<file path="src/sdp_map.svh">
// Constants of the SDRAM command and pin interface
`ifndef SDP_MAP_SVH
`define SDP_MAP_SVH
`define SDP_DATA_W       64
`define SDP_ADDR_W       13
`define SDP_BANK_W       2
`define SDP_CS_W         4
`define SDP_MASK_W       8
`define SDP_LANE_W       8
`define SDP_COL_W        10
`define SDP_ROW_W        13
`define SDP_HADDR_W      25
`define SDP_PRE_ALL_BIT  10
`define SDP_MB_LSB       23
`define SDP_IB_LSB       21
`define SDP_ROW_LSB      9
`define SDP_SUSPEND_CYC  4
`endif

</file>
<file path="src/sdp_pkg.sv">
// Types of the SDRAM command and pin interface
package sdp_pkg;
  // {row strobe, column strobe, write strobe}, all active low
  typedef logic [2:0] sdp_cmd_t;
  localparam sdp_cmd_t CMD_NOP  = 3'h7;
  localparam sdp_cmd_t CMD_ACT  = 3'h3;
  localparam sdp_cmd_t CMD_RD   = 3'h5;
  localparam sdp_cmd_t CMD_WR   = 3'h4;
  localparam sdp_cmd_t CMD_PRE  = 3'h2;
  localparam sdp_cmd_t CMD_REF  = 3'h1;
  localparam sdp_cmd_t CMD_MRS  = 3'h0;

  typedef enum logic [4:0] {
    ST_IDLE   = 5'h01,
    ST_ACT    = 5'h02,
    ST_XFER   = 5'h04,
    ST_PRE    = 5'h08,
    ST_SUSP   = 5'h10
  } sdp_state_e;

  typedef struct packed {
    logic        rowStrobeN;
    logic        colStrobeN;
    logic        writeStrobeN;
    logic        clkGate;
  } sdp_strobes_s;

  typedef struct packed {
    logic [1:0]  moduleBank;
    logic [1:0]  intBank;
    logic [12:0] row;
    logic [9:0]  col;
  } sdp_addr_s;
endpackage

</file>
<file path="src/sdp_sdram_pins.sv">
// SDRAM command, address, strobe and data pin interface
`include "sdp_map.svh"
`timescale 1ns/10ps
`default_nettype none

module sdp_sdram_pins #(
  parameter int DATA_W = `SDP_DATA_W,
  parameter int MASK_W = `SDP_MASK_W
) (
  // Clock and reset
  input  wire logic                     clk,
  input  wire logic                     rst_b,
  input  wire logic                     clkEn,
  // Request side
  input  wire logic                     reqValid,
  output logic                          reqReady,
  input  wire logic                     reqWrite,
  input  wire logic [`SDP_HADDR_W-1:0]  reqAddr,
  input  wire logic [DATA_W-1:0]        reqWrData,
  input  wire logic [MASK_W-1:0]        reqByteEn,
  output logic                          rdValid,
  output logic [DATA_W-1:0]             rdData,
  // Power state
  input  wire logic                     suspendReq,
  output logic                          inSuspend,
  // Memory pins
  input  wire logic [DATA_W-1:0]        memory_data_bus_i,
  output logic [DATA_W-1:0]             memory_data_bus_o,
  output logic                          memory_data_bus_oe,
  output logic [`SDP_ADDR_W-1:0]        row_col_address,
  output logic [`SDP_BANK_W-1:0]        intBankSel,
  output logic [`SDP_CS_W-1:0]          moduleSelN,
  output logic                          row_strobe_pair_a_n,
  output logic                          row_strobe_pair_b_n,
  output logic                          col_strobe_pair_a_n,
  output logic                          col_strobe_pair_b_n,
  output logic                          write_strobe_pair_a_n,
  output logic                          write_strobe_pair_b_n,
  output logic                          clk_gate_pair_a,
  output logic                          clk_gate_pair_b,
  output logic [MASK_W-1:0]             byteMask
);

  // ----------------------------------------------------------------
  // Address split and command helpers
  // ----------------------------------------------------------------
  // 8-byte words times 2^25 = 256 MB: 4 modules, 4 banks, 4096 rows, 512 columns
  // Top row and column bits stay zero, so larger parts are only partly used
  function automatic sdp_pkg::sdp_addr_s splitAddr(input logic [`SDP_HADDR_W-1:0] a);
    sdp_pkg::sdp_addr_s s;
    s.moduleBank = a[`SDP_MB_LSB +: 2];
    s.intBank    = a[`SDP_IB_LSB +: 2];
    s.row        = {1'h0, a[`SDP_ROW_LSB +: 12]};
    s.col        = {1'h0, a[`SDP_ROW_LSB-1:0]};
    return s;
  endfunction

  // Active-low select of one module bank
  function automatic logic [`SDP_CS_W-1:0] selOne(input logic [1:0] mb);
    logic [`SDP_CS_W-1:0] v;
    v = '1;
    v[mb] = 1'b0;
    return v;
  endfunction

  sdp_pkg::sdp_state_e   state_q;
  sdp_pkg::sdp_addr_s    addr_q;
  logic                  write_q;
  logic [DATA_W-1:0]     wrData_q;
  logic [MASK_W-1:0]     byteEn_q;
  sdp_pkg::sdp_cmd_t     cmd_q;
  logic [`SDP_CS_W-1:0]  sel_q;
  logic                  cke_q;
  logic                  rdPend_q;
  logic                  rdLat_q;
  logic [2:0]            suspCnt_q;

  sdp_pkg::sdp_addr_s    reqSplit;
  assign reqSplit = splitAddr(reqAddr);
  assign reqReady = (state_q == sdp_pkg::ST_IDLE) && !suspendReq;
  assign inSuspend = (state_q == sdp_pkg::ST_SUSP);

  // ----------------------------------------------------------------
  // Sequencer: one access is activate, transfer, precharge
  // ----------------------------------------------------------------
  // No bank is ever left open when idle, so suspend is always safe
  always_ff @(posedge clk) begin
    if (!rst_b) begin
      state_q <= sdp_pkg::ST_IDLE;
    end else if (clkEn) begin
      unique case (state_q)
        sdp_pkg::ST_IDLE: begin
          if (suspendReq) begin
            state_q <= sdp_pkg::ST_SUSP;
          end else if (reqValid) begin
            state_q <= sdp_pkg::ST_ACT;
          end
        end
        sdp_pkg::ST_ACT:  state_q <= sdp_pkg::ST_XFER;
        sdp_pkg::ST_XFER: state_q <= sdp_pkg::ST_PRE;
        sdp_pkg::ST_PRE:  state_q <= sdp_pkg::ST_IDLE;
        sdp_pkg::ST_SUSP: begin
          if (!suspendReq) begin
            state_q <= sdp_pkg::ST_IDLE;
          end
        end
      endcase
    end
  end

  // Request capture
  always_ff @(posedge clk) begin
    if (!rst_b) begin
      addr_q   <= '0;
      write_q  <= 1'b0;
      wrData_q <= '0;
      byteEn_q <= '0;
    end else if (clkEn && reqReady && reqValid) begin
      addr_q   <= reqSplit;
      write_q  <= reqWrite;
      wrData_q <= reqWrData;
      byteEn_q <= reqByteEn;
    end
  end

  // ----------------------------------------------------------------
  // Command, address and select pins
  // ----------------------------------------------------------------
  always_ff @(posedge clk) begin
    if (!rst_b) begin
      cmd_q           <= sdp_pkg::CMD_NOP;
      sel_q           <= '1;
      row_col_address <= '0;
      intBankSel      <= '0;
    end else if (clkEn) begin
      cmd_q <= sdp_pkg::CMD_NOP;
      sel_q <= '1;
      unique case (state_q)
        sdp_pkg::ST_IDLE: begin
          if (reqValid && !suspendReq) begin
            cmd_q           <= sdp_pkg::CMD_ACT;
            sel_q           <= selOne(reqSplit.moduleBank);
            row_col_address <= reqSplit.row;
            intBankSel      <= reqSplit.intBank;
          end
        end
        sdp_pkg::ST_ACT: begin
          cmd_q           <= write_q ? sdp_pkg::CMD_WR : sdp_pkg::CMD_RD;
          sel_q           <= selOne(addr_q.moduleBank);
          row_col_address <= {3'h0, addr_q.col};
          intBankSel      <= addr_q.intBank;
        end
        sdp_pkg::ST_XFER: begin
          cmd_q <= sdp_pkg::CMD_PRE;
          sel_q <= selOne(addr_q.moduleBank);
          row_col_address[`SDP_PRE_ALL_BIT] <= 1'b0;
        end
        default: begin
        end
      endcase
    end
  end

  // Clock enable drops only once in suspend, banks already closed
  always_ff @(posedge clk) begin
    if (!rst_b) begin
      cke_q <= 1'b1;
    end else if (clkEn) begin
      cke_q <= !(state_q == sdp_pkg::ST_SUSP && suspendReq);
    end
  end

  // Deselected pair sees NOP strobes so it cannot misread a command
  always_comb begin
    moduleSelN            = sel_q;
    row_strobe_pair_a_n   = (&sel_q[1:0]) ? 1'b1 : cmd_q[2];
    col_strobe_pair_a_n   = (&sel_q[1:0]) ? 1'b1 : cmd_q[1];
    write_strobe_pair_a_n = (&sel_q[1:0]) ? 1'b1 : cmd_q[0];
    row_strobe_pair_b_n   = (&sel_q[3:2]) ? 1'b1 : cmd_q[2];
    col_strobe_pair_b_n   = (&sel_q[3:2]) ? 1'b1 : cmd_q[1];
    write_strobe_pair_b_n = (&sel_q[3:2]) ? 1'b1 : cmd_q[0];
    clk_gate_pair_a       = cke_q;
    clk_gate_pair_b       = cke_q;
  end

  // ----------------------------------------------------------------
  // Data bus and byte masks
  // ----------------------------------------------------------------
  always_ff @(posedge clk) begin
    if (!rst_b) begin
      memory_data_bus_o  <= '0;
      memory_data_bus_oe <= 1'b0;
      byteMask           <= '0;
    end else if (clkEn) begin
      memory_data_bus_oe <= 1'b0;
      byteMask           <= '0;
      if (state_q == sdp_pkg::ST_ACT) begin
        memory_data_bus_oe <= write_q;
        memory_data_bus_o  <= wrData_q;
        byteMask           <= write_q ? ~byteEn_q : '1;
      end
    end
  end

  // Read data sampled one cycle after the read command, latency 1
  always_ff @(posedge clk) begin
    if (!rst_b) begin
      rdPend_q <= 1'b0;
      rdLat_q  <= 1'b0;
      rdValid  <= 1'b0;
      rdData   <= '0;
    end else if (clkEn) begin
      // Pending marks the read command cycle, latency marks the data cycle
      rdPend_q <= (state_q == sdp_pkg::ST_ACT) && !write_q;
      rdLat_q  <= rdPend_q;
      rdValid  <= rdLat_q;
      if (rdLat_q) begin
        rdData <= memory_data_bus_i;
      end
    end
  end

endmodule
`default_nettype wire

</file>
<file path="config.mk">
export PLATFORM = sky130hd
export DESIGN_NAME = sdp_sdram_pins
export DESIGN_NICKNAME = d
export VERILOG_FILES = /design/src/sdp_pkg.sv /design/src/sdp_sdram_pins.sv
export VERILOG_INCLUDE_DIRS = /design/src /design/src/src
export SDC_FILE = /design/constraint.sdc
export NUM_CORES = 1
export LEC_CHECK = 0
export BUFFER_PORTS_ARGS = -buffer_cell sky130_fd_sc_hd__buf_2
export CORE_AREA = 2 2 168 121
export DETAILED_ROUTE_END_ITERATION = 8
export DIE_AREA = 0 0 170 123
export HOLD_SLACK_MARGIN = 0.15
export MAX_ROUTING_LAYER = met4
export PLACE_DENSITY_LB_ADDON = 0.2
export SETUP_SLACK_MARGIN = 0.02
export SLEW_MARGIN = 5
export SYNTH_ARGS = -nofsm -noshare
export SYNTH_HDL_FRONTEND = slang
export SYNTH_SLANG_ARGS = --single-unit
</file>
<file path="constraint.sdc">
create_clock -name clk -period 2.25 [get_ports clk]
set_input_delay 0.45 -clock clk [delete_from_list [all_inputs] [get_ports clk]]
set_output_delay 0.45 -clock clk [all_outputs]
set_load 0.02 [all_outputs]
</file>
==> results by group, run 1 <==
Setup path
  • Worst path cell trace: nor3_4, nand3b_1, inv_1, buf_2
  • WS Path Type: reg -> out
  • Crit path capture type: output port
  • CP max-delay cell: dfxtp_1
  • Crit path DAT: 1690 ps
  • Delay-heaviest family, CP: simple AND/OR/NAND/NOR gates
  • CP startpoint kind: flop
  • WP data required: 1800 ps
  • Bufs and invs on worst path: 2
  • Critical path's largest stage delay: 410 ps
  • Crit-path max FO: 8

Global route
  • First-pass GRT wire length: 41,400 µm
  • Vias in the first global route: 8,199
  • Grt ovf: 0
  • Total track usage: 25.1%
  • Initial antenna violation count: 0
  • Largest net degree at the start of global routing: 103

Clock network
  • Clock root cell: clkbuf_16
  • TritonCTS Buffers: 25
  • CTS Buffer Depth: 3
  • Sink Count: 253
  • Worst skew pair latency: 540 ps
  • H-Tree Depth: 1
  • Reg clk slew, reported paths: 60 ps
  • TritonCTS clock tree: yes

Floorplanning
  • Core Footprint: 0.0194 mm²
  • Starting Density: 47.2%
  • Die H: 123 µm
  • Site row count: 43
  • Die ar.: 0.0209 mm²
  • Die Width: 170 µm
  • I/O pin cnt: 334

STA
  • Final Max Slew Viols: 0
  • Worst slew pin tran: 622 ps
  • Final hold vios: 0
  • RSZ-0062 raised after global routing: false
  • Shortest period the worst path allows: 2140 ps
  • Total negative slack: 0 ps
  • Final Cycle Share: 95.3%
  • Final clock skew: 26.3 ps
  • Max frequency: 0.466 GHz
  • Final setup vio count: 0
  • Max-slew headroom: 58.5%

Power and ir drop
  • Seq pwr share: 50.1%
  • Power Density: 747 mW/mm²
  • Peak VDD IR: 0.477 mV
  • Power share of the clock group: 42.9%
  • Net switching power figure: 2.13 mW
  • Switch share: 23.2%
  • Internal power: 7.06 mW
  • Leakage power: 5.15 nW
  • Comb pwr share: 7.1%

Detailed routing
  • Vias per cell: 5.07
  • Final wirelength: 26,800 µm
  • Vias: 8,989
  • Routed Antenna Nets: 0
  • Drt first pass iters: 5
  • DRT iter0 DRCs: 586
  • Wirelength per Cell: 15.1 µm
  • DRC: 0

Logic synthesis
  • Area contributors post-synth: dfxtp_1, nand2_1, a21oi_1, clkbuf_1, buf_2
  • Post-synth EDFFs: 0
  • YS warnings: 0
  • Mapped Nets: 1,333
  • Library cells used by synthesis: 47
  • Syn_area_per_cell: 7.85 µm²
  • Synth top area share: 55.4%
  • Cell Area, Synth: 0.00915 mm²
  • Cell taking the most area after synthesis: dfxtp_1
  • FF+latch count, synth: 253
  • Synth Instances: 1,166
  • Post-synth ARST share: 0%
  • Top_reg_cell synth: dfxtp_1
  • Register area share after synthesis: 55.4%

Final layout
  • Area growth, synth to finish: 34.6%
  • Core occupancy in the finished layout: 63.6%
  • Fin cells: 1,773
  • Nets: 1,677
  • Share of cells above drive strength 1: 26.4%

Status
  • Outcome: completed

Placed design
  • Final RePlAce weighted congestion: 0.783
  • Post-Place Cells: 1,673
  • HPWL Detailed: 17,200 µm
  • Number of port buffers: 332

Run
  • Max-Cap Viols: 0

Worst hold path
  • Hold Crit Class: in -> reg
==> sequential cells by signal, indices dropped and copies added (netlist names), 5 cells and up <==
register and cells:
rdData 64, byteMask 8, row_col_address 12, wrData_q 64, memory_data_bus_o 64, byteEn_q 8
state_q 5, addr_q 13
==> kinds of logic (layout without fill, tap and decap cells) <==
| family | count (synthesis) | after routing | synth area share [%] |
|---|---|---|---|
| AO/OA/AOI/OAI | 276 | 276 | 16.1 |
| XOR/XNOR | 2 | 2 | 0.192 |
| buffers and inverters | 95 | 453 | 4.76 |
| flip-flops | 253 | 253 | 55.4 |
| multiplexers | 2 | 2 | 0.219 |
| other | 1 | 3 | 0.0410 |
| AND/OR/NAND/NOR | 537 | 537 | 23.3 |
==> metrics by stage <==
| stage | area, µm² | hold slack [ps] | worst slack (ps) | total power [mW] |
|---|---|---|---|---|
| after floorplan | 9150 | 432 | 690 | 4.99 |
| after global placement | 11000 | 437 | 526 | 5.26 |
| after detailed placement | 11000 | 443 | 430 | 5.26 |
| after CTS | 12300 | 151 | 35.9 | 9.26 |
| after global routing | 12300 | 156 | 24.6 | 9.52 |
| final | 12300 | 159 | 105 | 9.19 |
==> layout by cell type, fill, tap and decap left out, drive strengths merged, types with 2 or more instances in the layout <==
| cell | synthesis | routed |
|---|---|---|
| a21oi | 232 | 232 |
| a31oi | 13 | 13 |
| and2 | 5 | 5 |
| buf | 43 | 352 |
| clkbuf | 48 | 34 |
| clkinv | 0 | 5 |
| dfxtp | 253 | 253 |
| diode | 0 | 2 |
| dlygate4sd3 | 0 | 56 |
| inv | 4 | 5 |
| mux2i | 2 | 2 |
| nand2 | 484 | 484 |
| nand2b | 7 | 7 |
| nand3 | 15 | 15 |
| nand4 | 2 | 2 |
| nor2 | 11 | 11 |
| nor2b | 2 | 2 |
| nor3 | 4 | 4 |
| o211ai | 2 | 2 |
| o21ai | 6 | 6 |
| o31ai | 11 | 11 |
| o32a | 3 | 3 |
| xor2 | 2 | 2 |
==> final timing paths <==
path                           end             startpoint  depth (start not counted)  slack, ps
min reg2reg  memory_data_bus_o[25]  memory_data_bus_o[25]                          2        450
min                     rdData[39]  memory_data_bus_i[39]                          3        160
max                      inSuspend             state_q[3]                          4        110
max reg2reg  memory_data_bus_o[18]             state_q[3]                          5        380
==> worst register-to-register path: stages (launching register included) <==
cell and delay, ps:
dfxtp_1 410, nor3_2 360, and2_2 430, buf_4 340, nand2_1 110, a21oi_1 130
==> timing repair <==
item / 4_1_cts / 5_1_grt
buffers inserted: 1 / 0
pin swaps: 1 / 0
gates resized for setup: 0 / 2
setup endpoints to repair: 1 / 1
hold buffers: 56 / 0
endpoints found under the hold margin: 56 / 0
==> power groups by stage <==
stage,Sequential (mW),Combinational [mW],Clock [mW]
detailed placement,4.70,0.563,0
global route,4.61,0.707,4.20
global placement,4.70,0.561,0
floorplan,4.71,0.272,0
CTS,4.60,0.643,4.01
finish,4.60,0.650,3.94
==> area by class of cell <==
| cell class | count | area [µm²] |
|---|---|---|
| diodes | 2 | 5.00 |
| inverters | 4 | 20.0 |
| repair buffers | 408 | 2480 |
| clock buffers | 34 | 719 |
| flip-flops and latches | 253 | 5060 |
| well taps | 247 | 309 |
| fillers | 1729 | 7060 |
| clock inverters | 7 | 41.3 |
| multi-input cells | 818 | 3660 |
==> metal layers <==
| layer | wire [µm] | track usage (%) |
|---|---|---|
| met1 | 11900 | 32.9 |
| met2 | 12300 | 39.6 |
| met3 | 1790 | 5.41 |
| met4 | 736 | 7.16 |
| met5 | 0 | - |
==> cell usage after synthesis (3+ instances only) <==
cell      count
a21oi_1     232
a31oi_1      13
and2_1        4
buf_1         6
buf_2        27
buf_4         8
clkbuf_1     48
dfxtp_1     253
inv_1         3
nand2_1     483
nand2b_1      7
nand3_1      15
nor2_1       11
o21ai_0       5
o31ai_1      11
o32a_1        3
Note: power is estimated with default switching activity, not from simulation.
==> run 2, diff against run 1 <==
Settings changed: ABC_AREA from default to 1, CTS_CLUSTER_DIAMETER from default to 40, GPL_ROUTABILITY_DRIVEN from default to 0.
==> run 2 against run 1 <==
Effect of this change:
- via count rose by 0.43%
- clock skew fell by 11 ps
- fmax rose by 3.0%
- synthesized cell count rose by 2.3%
- final area rose by 2.5%
- largest cell class unchanged
- highest routed layer unchanged
==> results by group, run 2 <==
Status
  • Outcome: completed

Logic synthesis
  • Mapped Nets: 1,360
  • YS warnings: 0
  • Register area share after synthesis: 55.5%
  • Post-synth ARST share: 0%
  • Post-synth EDFFs: 0
  • Synth Instances: 1,193
  • Area contributors post-synth: dfxtp_1, nor2_1, nand2_1, o21ai_0, a21oi_1
  • Cell taking the most area after synthesis: dfxtp_1
  • Syn_area_per_cell: 7.65 µm²
  • Top_reg_cell synth: dfxtp_1
  • FF+latch count, synth: 253
  • Synth top area share: 55.5%
  • Cell Area, Synth: 0.00913 mm²
  • Leading post-synthesis cells by instance count: nor2_1, dfxtp_1, nand2_1
  • Count leader, synth: nor2_1
  • Library cells used by synthesis: 21

Power and ir drop
  • Comb pwr share: 8.8%
  • Power Density: 857 mW/mm²
  • Power share of the clock group: 47.8%
  • Internal power: 8.24 mW
  • Power, Total: 10.8 mW
  • Leakage power: 5.62 nW
  • Net switching power figure: 2.58 mW
  • Peak VDD IR: 0.670 mV
  • Switch share: 23.8%
  • Seq pwr share: 43.4%

Setup path
  • CP max-delay cell: dfxtp_1
  • Crit path DAT: 1630 ps
  • Bufs and invs on worst path: 1
  • WP data required: 1800 ps
  • Reg2reg path depth: 7
  • Worst path depth: 4
  • Delay-heaviest family, CP: simple AND/OR/NAND/NOR gates
  • Reg2reg start: state_q[1]
  • Critical path's largest stage delay: 350 ps
  • Worst path cell trace: nor2_4, nand4_1, nor2_1, buf_2
  • WS Path Type: reg -> out
  • Crit-path max FO: 6
  • Critical Path Start: state_q[2]
  • CP startpoint kind: flop
  • Crit path capture type: output port

Clock network
  • H-Tree Depth: 1
  • CTS Buffer Depth: 3
  • Worst skew pair latency: 540 ps
  • Reg clk slew, reported paths: 60 ps
  • Sink Count: 253
  • TritonCTS clock tree: yes
  • Post-CTS sizing: 0
  • Clock root cell: clkbuf_16
  • TritonCTS Buffers: 30

Floorplanning
  • Die ar.: 0.0209 mm²
  • Die Width: 170 µm
  • Core Footprint: 0.0194 mm²
  • Die H: 123 µm
  • I/O pin cnt: 334
  • Starting Density: 47.1%
  • Site row count: 43

STA
  • Final Max Slew Viols: 0
  • Max-slew headroom: 62.0%
  • RSZ-0062 raised after global routing: false
  • Worst slew pin tran: 570 ps
  • Max frequency: 0.480 GHz
  • Shortest period the worst path allows: 2080 ps
  • Total negative slack: 0 ps
  • Final hold vios: 0
  • Final setup vio count: 0
  • Final Cycle Share: 92.6%
  • Final clock skew: 15.2 ps

Global route
  • Vias in the first global route: 8,273
  • Largest net degree at the start of global routing: 65
  • Grt ovf: 0
  • First-pass GRT wire length: 41,900 µm
  • Initial antenna violation count: 1
  • Total track usage: 25.6%

Final layout
  • Share of cells above drive strength 1: 26.9%
  • Area growth, synth to finish: 38.2%
  • Nets: 1,721
  • # fillers: 1,706
  • Most frequent cells in the layout: buf_2, nor2_1, dfxtp_1
  • Most common library cell in the layout ignoring fill and taps: buf_2
  • Largest registers: memory_data_bus_o (64), rdData (64), wrData_q (64)

Placed design
  • HPWL Detailed: 17,700 µm
  • Number of port buffers: 332

Worst hold path
  • Hold Startpoint: reqWrData[45]
  • WHS Path Cells: 3
  • Hold Crit Class: in -> reg

Detailed routing
  • Drt first pass iters: 5
  • DRT iter0 DRCs: 672
  • Vias: 9,028
  • Vias per cell: 4.95
  • Final wirelength: 26,600 µm
  • Routed Antenna Nets: 0
  • Wirelength per Cell: 14.6 µm
  • DRC: 0

Run
  • Max-Cap Viols: 0
## run 2: logic make-up after synthesis
logic type,Yosys count,synth area share [%]
and+or+nand+nor,527,22.5
AOI/OAI and AO/OA,292,16.0
DFF,253,55.5
buffers and inverters,120,5.92
other,1,0.0411
## run 2: per-layer routing
layer	routed length [µm]	global-route usage (%)	share of wire, %	vias to the layer above
li1	-	-	-	4553
met1	11800	32.4	44	4126
met2	12400	42.3	46	305
met3	1870	5.31	7.0	44
met4	562	6.14	2.1	0
met5	0	-	0	-
## run 2: what timing repair did
item	in CTS	in global routing
endpoints found under the hold margin	57	0
setup buffers	0	0
hold buffers	57	0
## run 2: stage by stage
stage	instance area, µm²	instances	setup slack (ps)	utilization, %	hold slack (ps)
3_3_place_gp	11000	1712	446	56.6	432
2_1_floorplan	9130	1193	830	-	424
4_1_cts	12600	1824	144	65.1	151
5_1_grt	12600	1825	76.4	65.1	154
6_report	12600	1825	167	65.1	165
3_5_place_dp	11000	1712	420	56.6	440
## run 2: worst register-to-register path, stage by stage (launching register included)
cell and delay [ps]:
dfxtp_1 320, inv_1 70, nor2_1 230, nand4_4 200
inv_2 320, buf_12 270, nand2_1 100, a21oi_1 170
## run 2: area by class of cell
cell class,instances,area [µm²],share of cell area [%]
diodes,1,2.50,0.0198
clock buffers,38,831,6.59
clock inverters,17,255,2.02
inverters,39,146,1.16
multi-input cells,820,3540,28.0
flip-flops and latches,253,5060,40.2
well taps,247,309,2.45
repair buffers,410,2470,19.6
## run 2: final timing paths
| check | end | slack [ps] |
|---|---|---|
| min reg2reg | byteEn_q[7] | 450 |
| max | reqReady | 170 |
| max reg2reg | memory_data_bus_o[39] | 490 |
| min | wrData_q[45] | 160 |
## run 2: power groups by stage
stage               clock, mW  combinational, mW  sequential [mW]
finish                   5.17              0.952             4.70
global route             5.43               1.06             4.71
CTS                      5.24              0.947             4.69
detailed placement          0              0.865             4.79
global placement            0              0.857             4.79
floorplan                   0              0.439             4.87
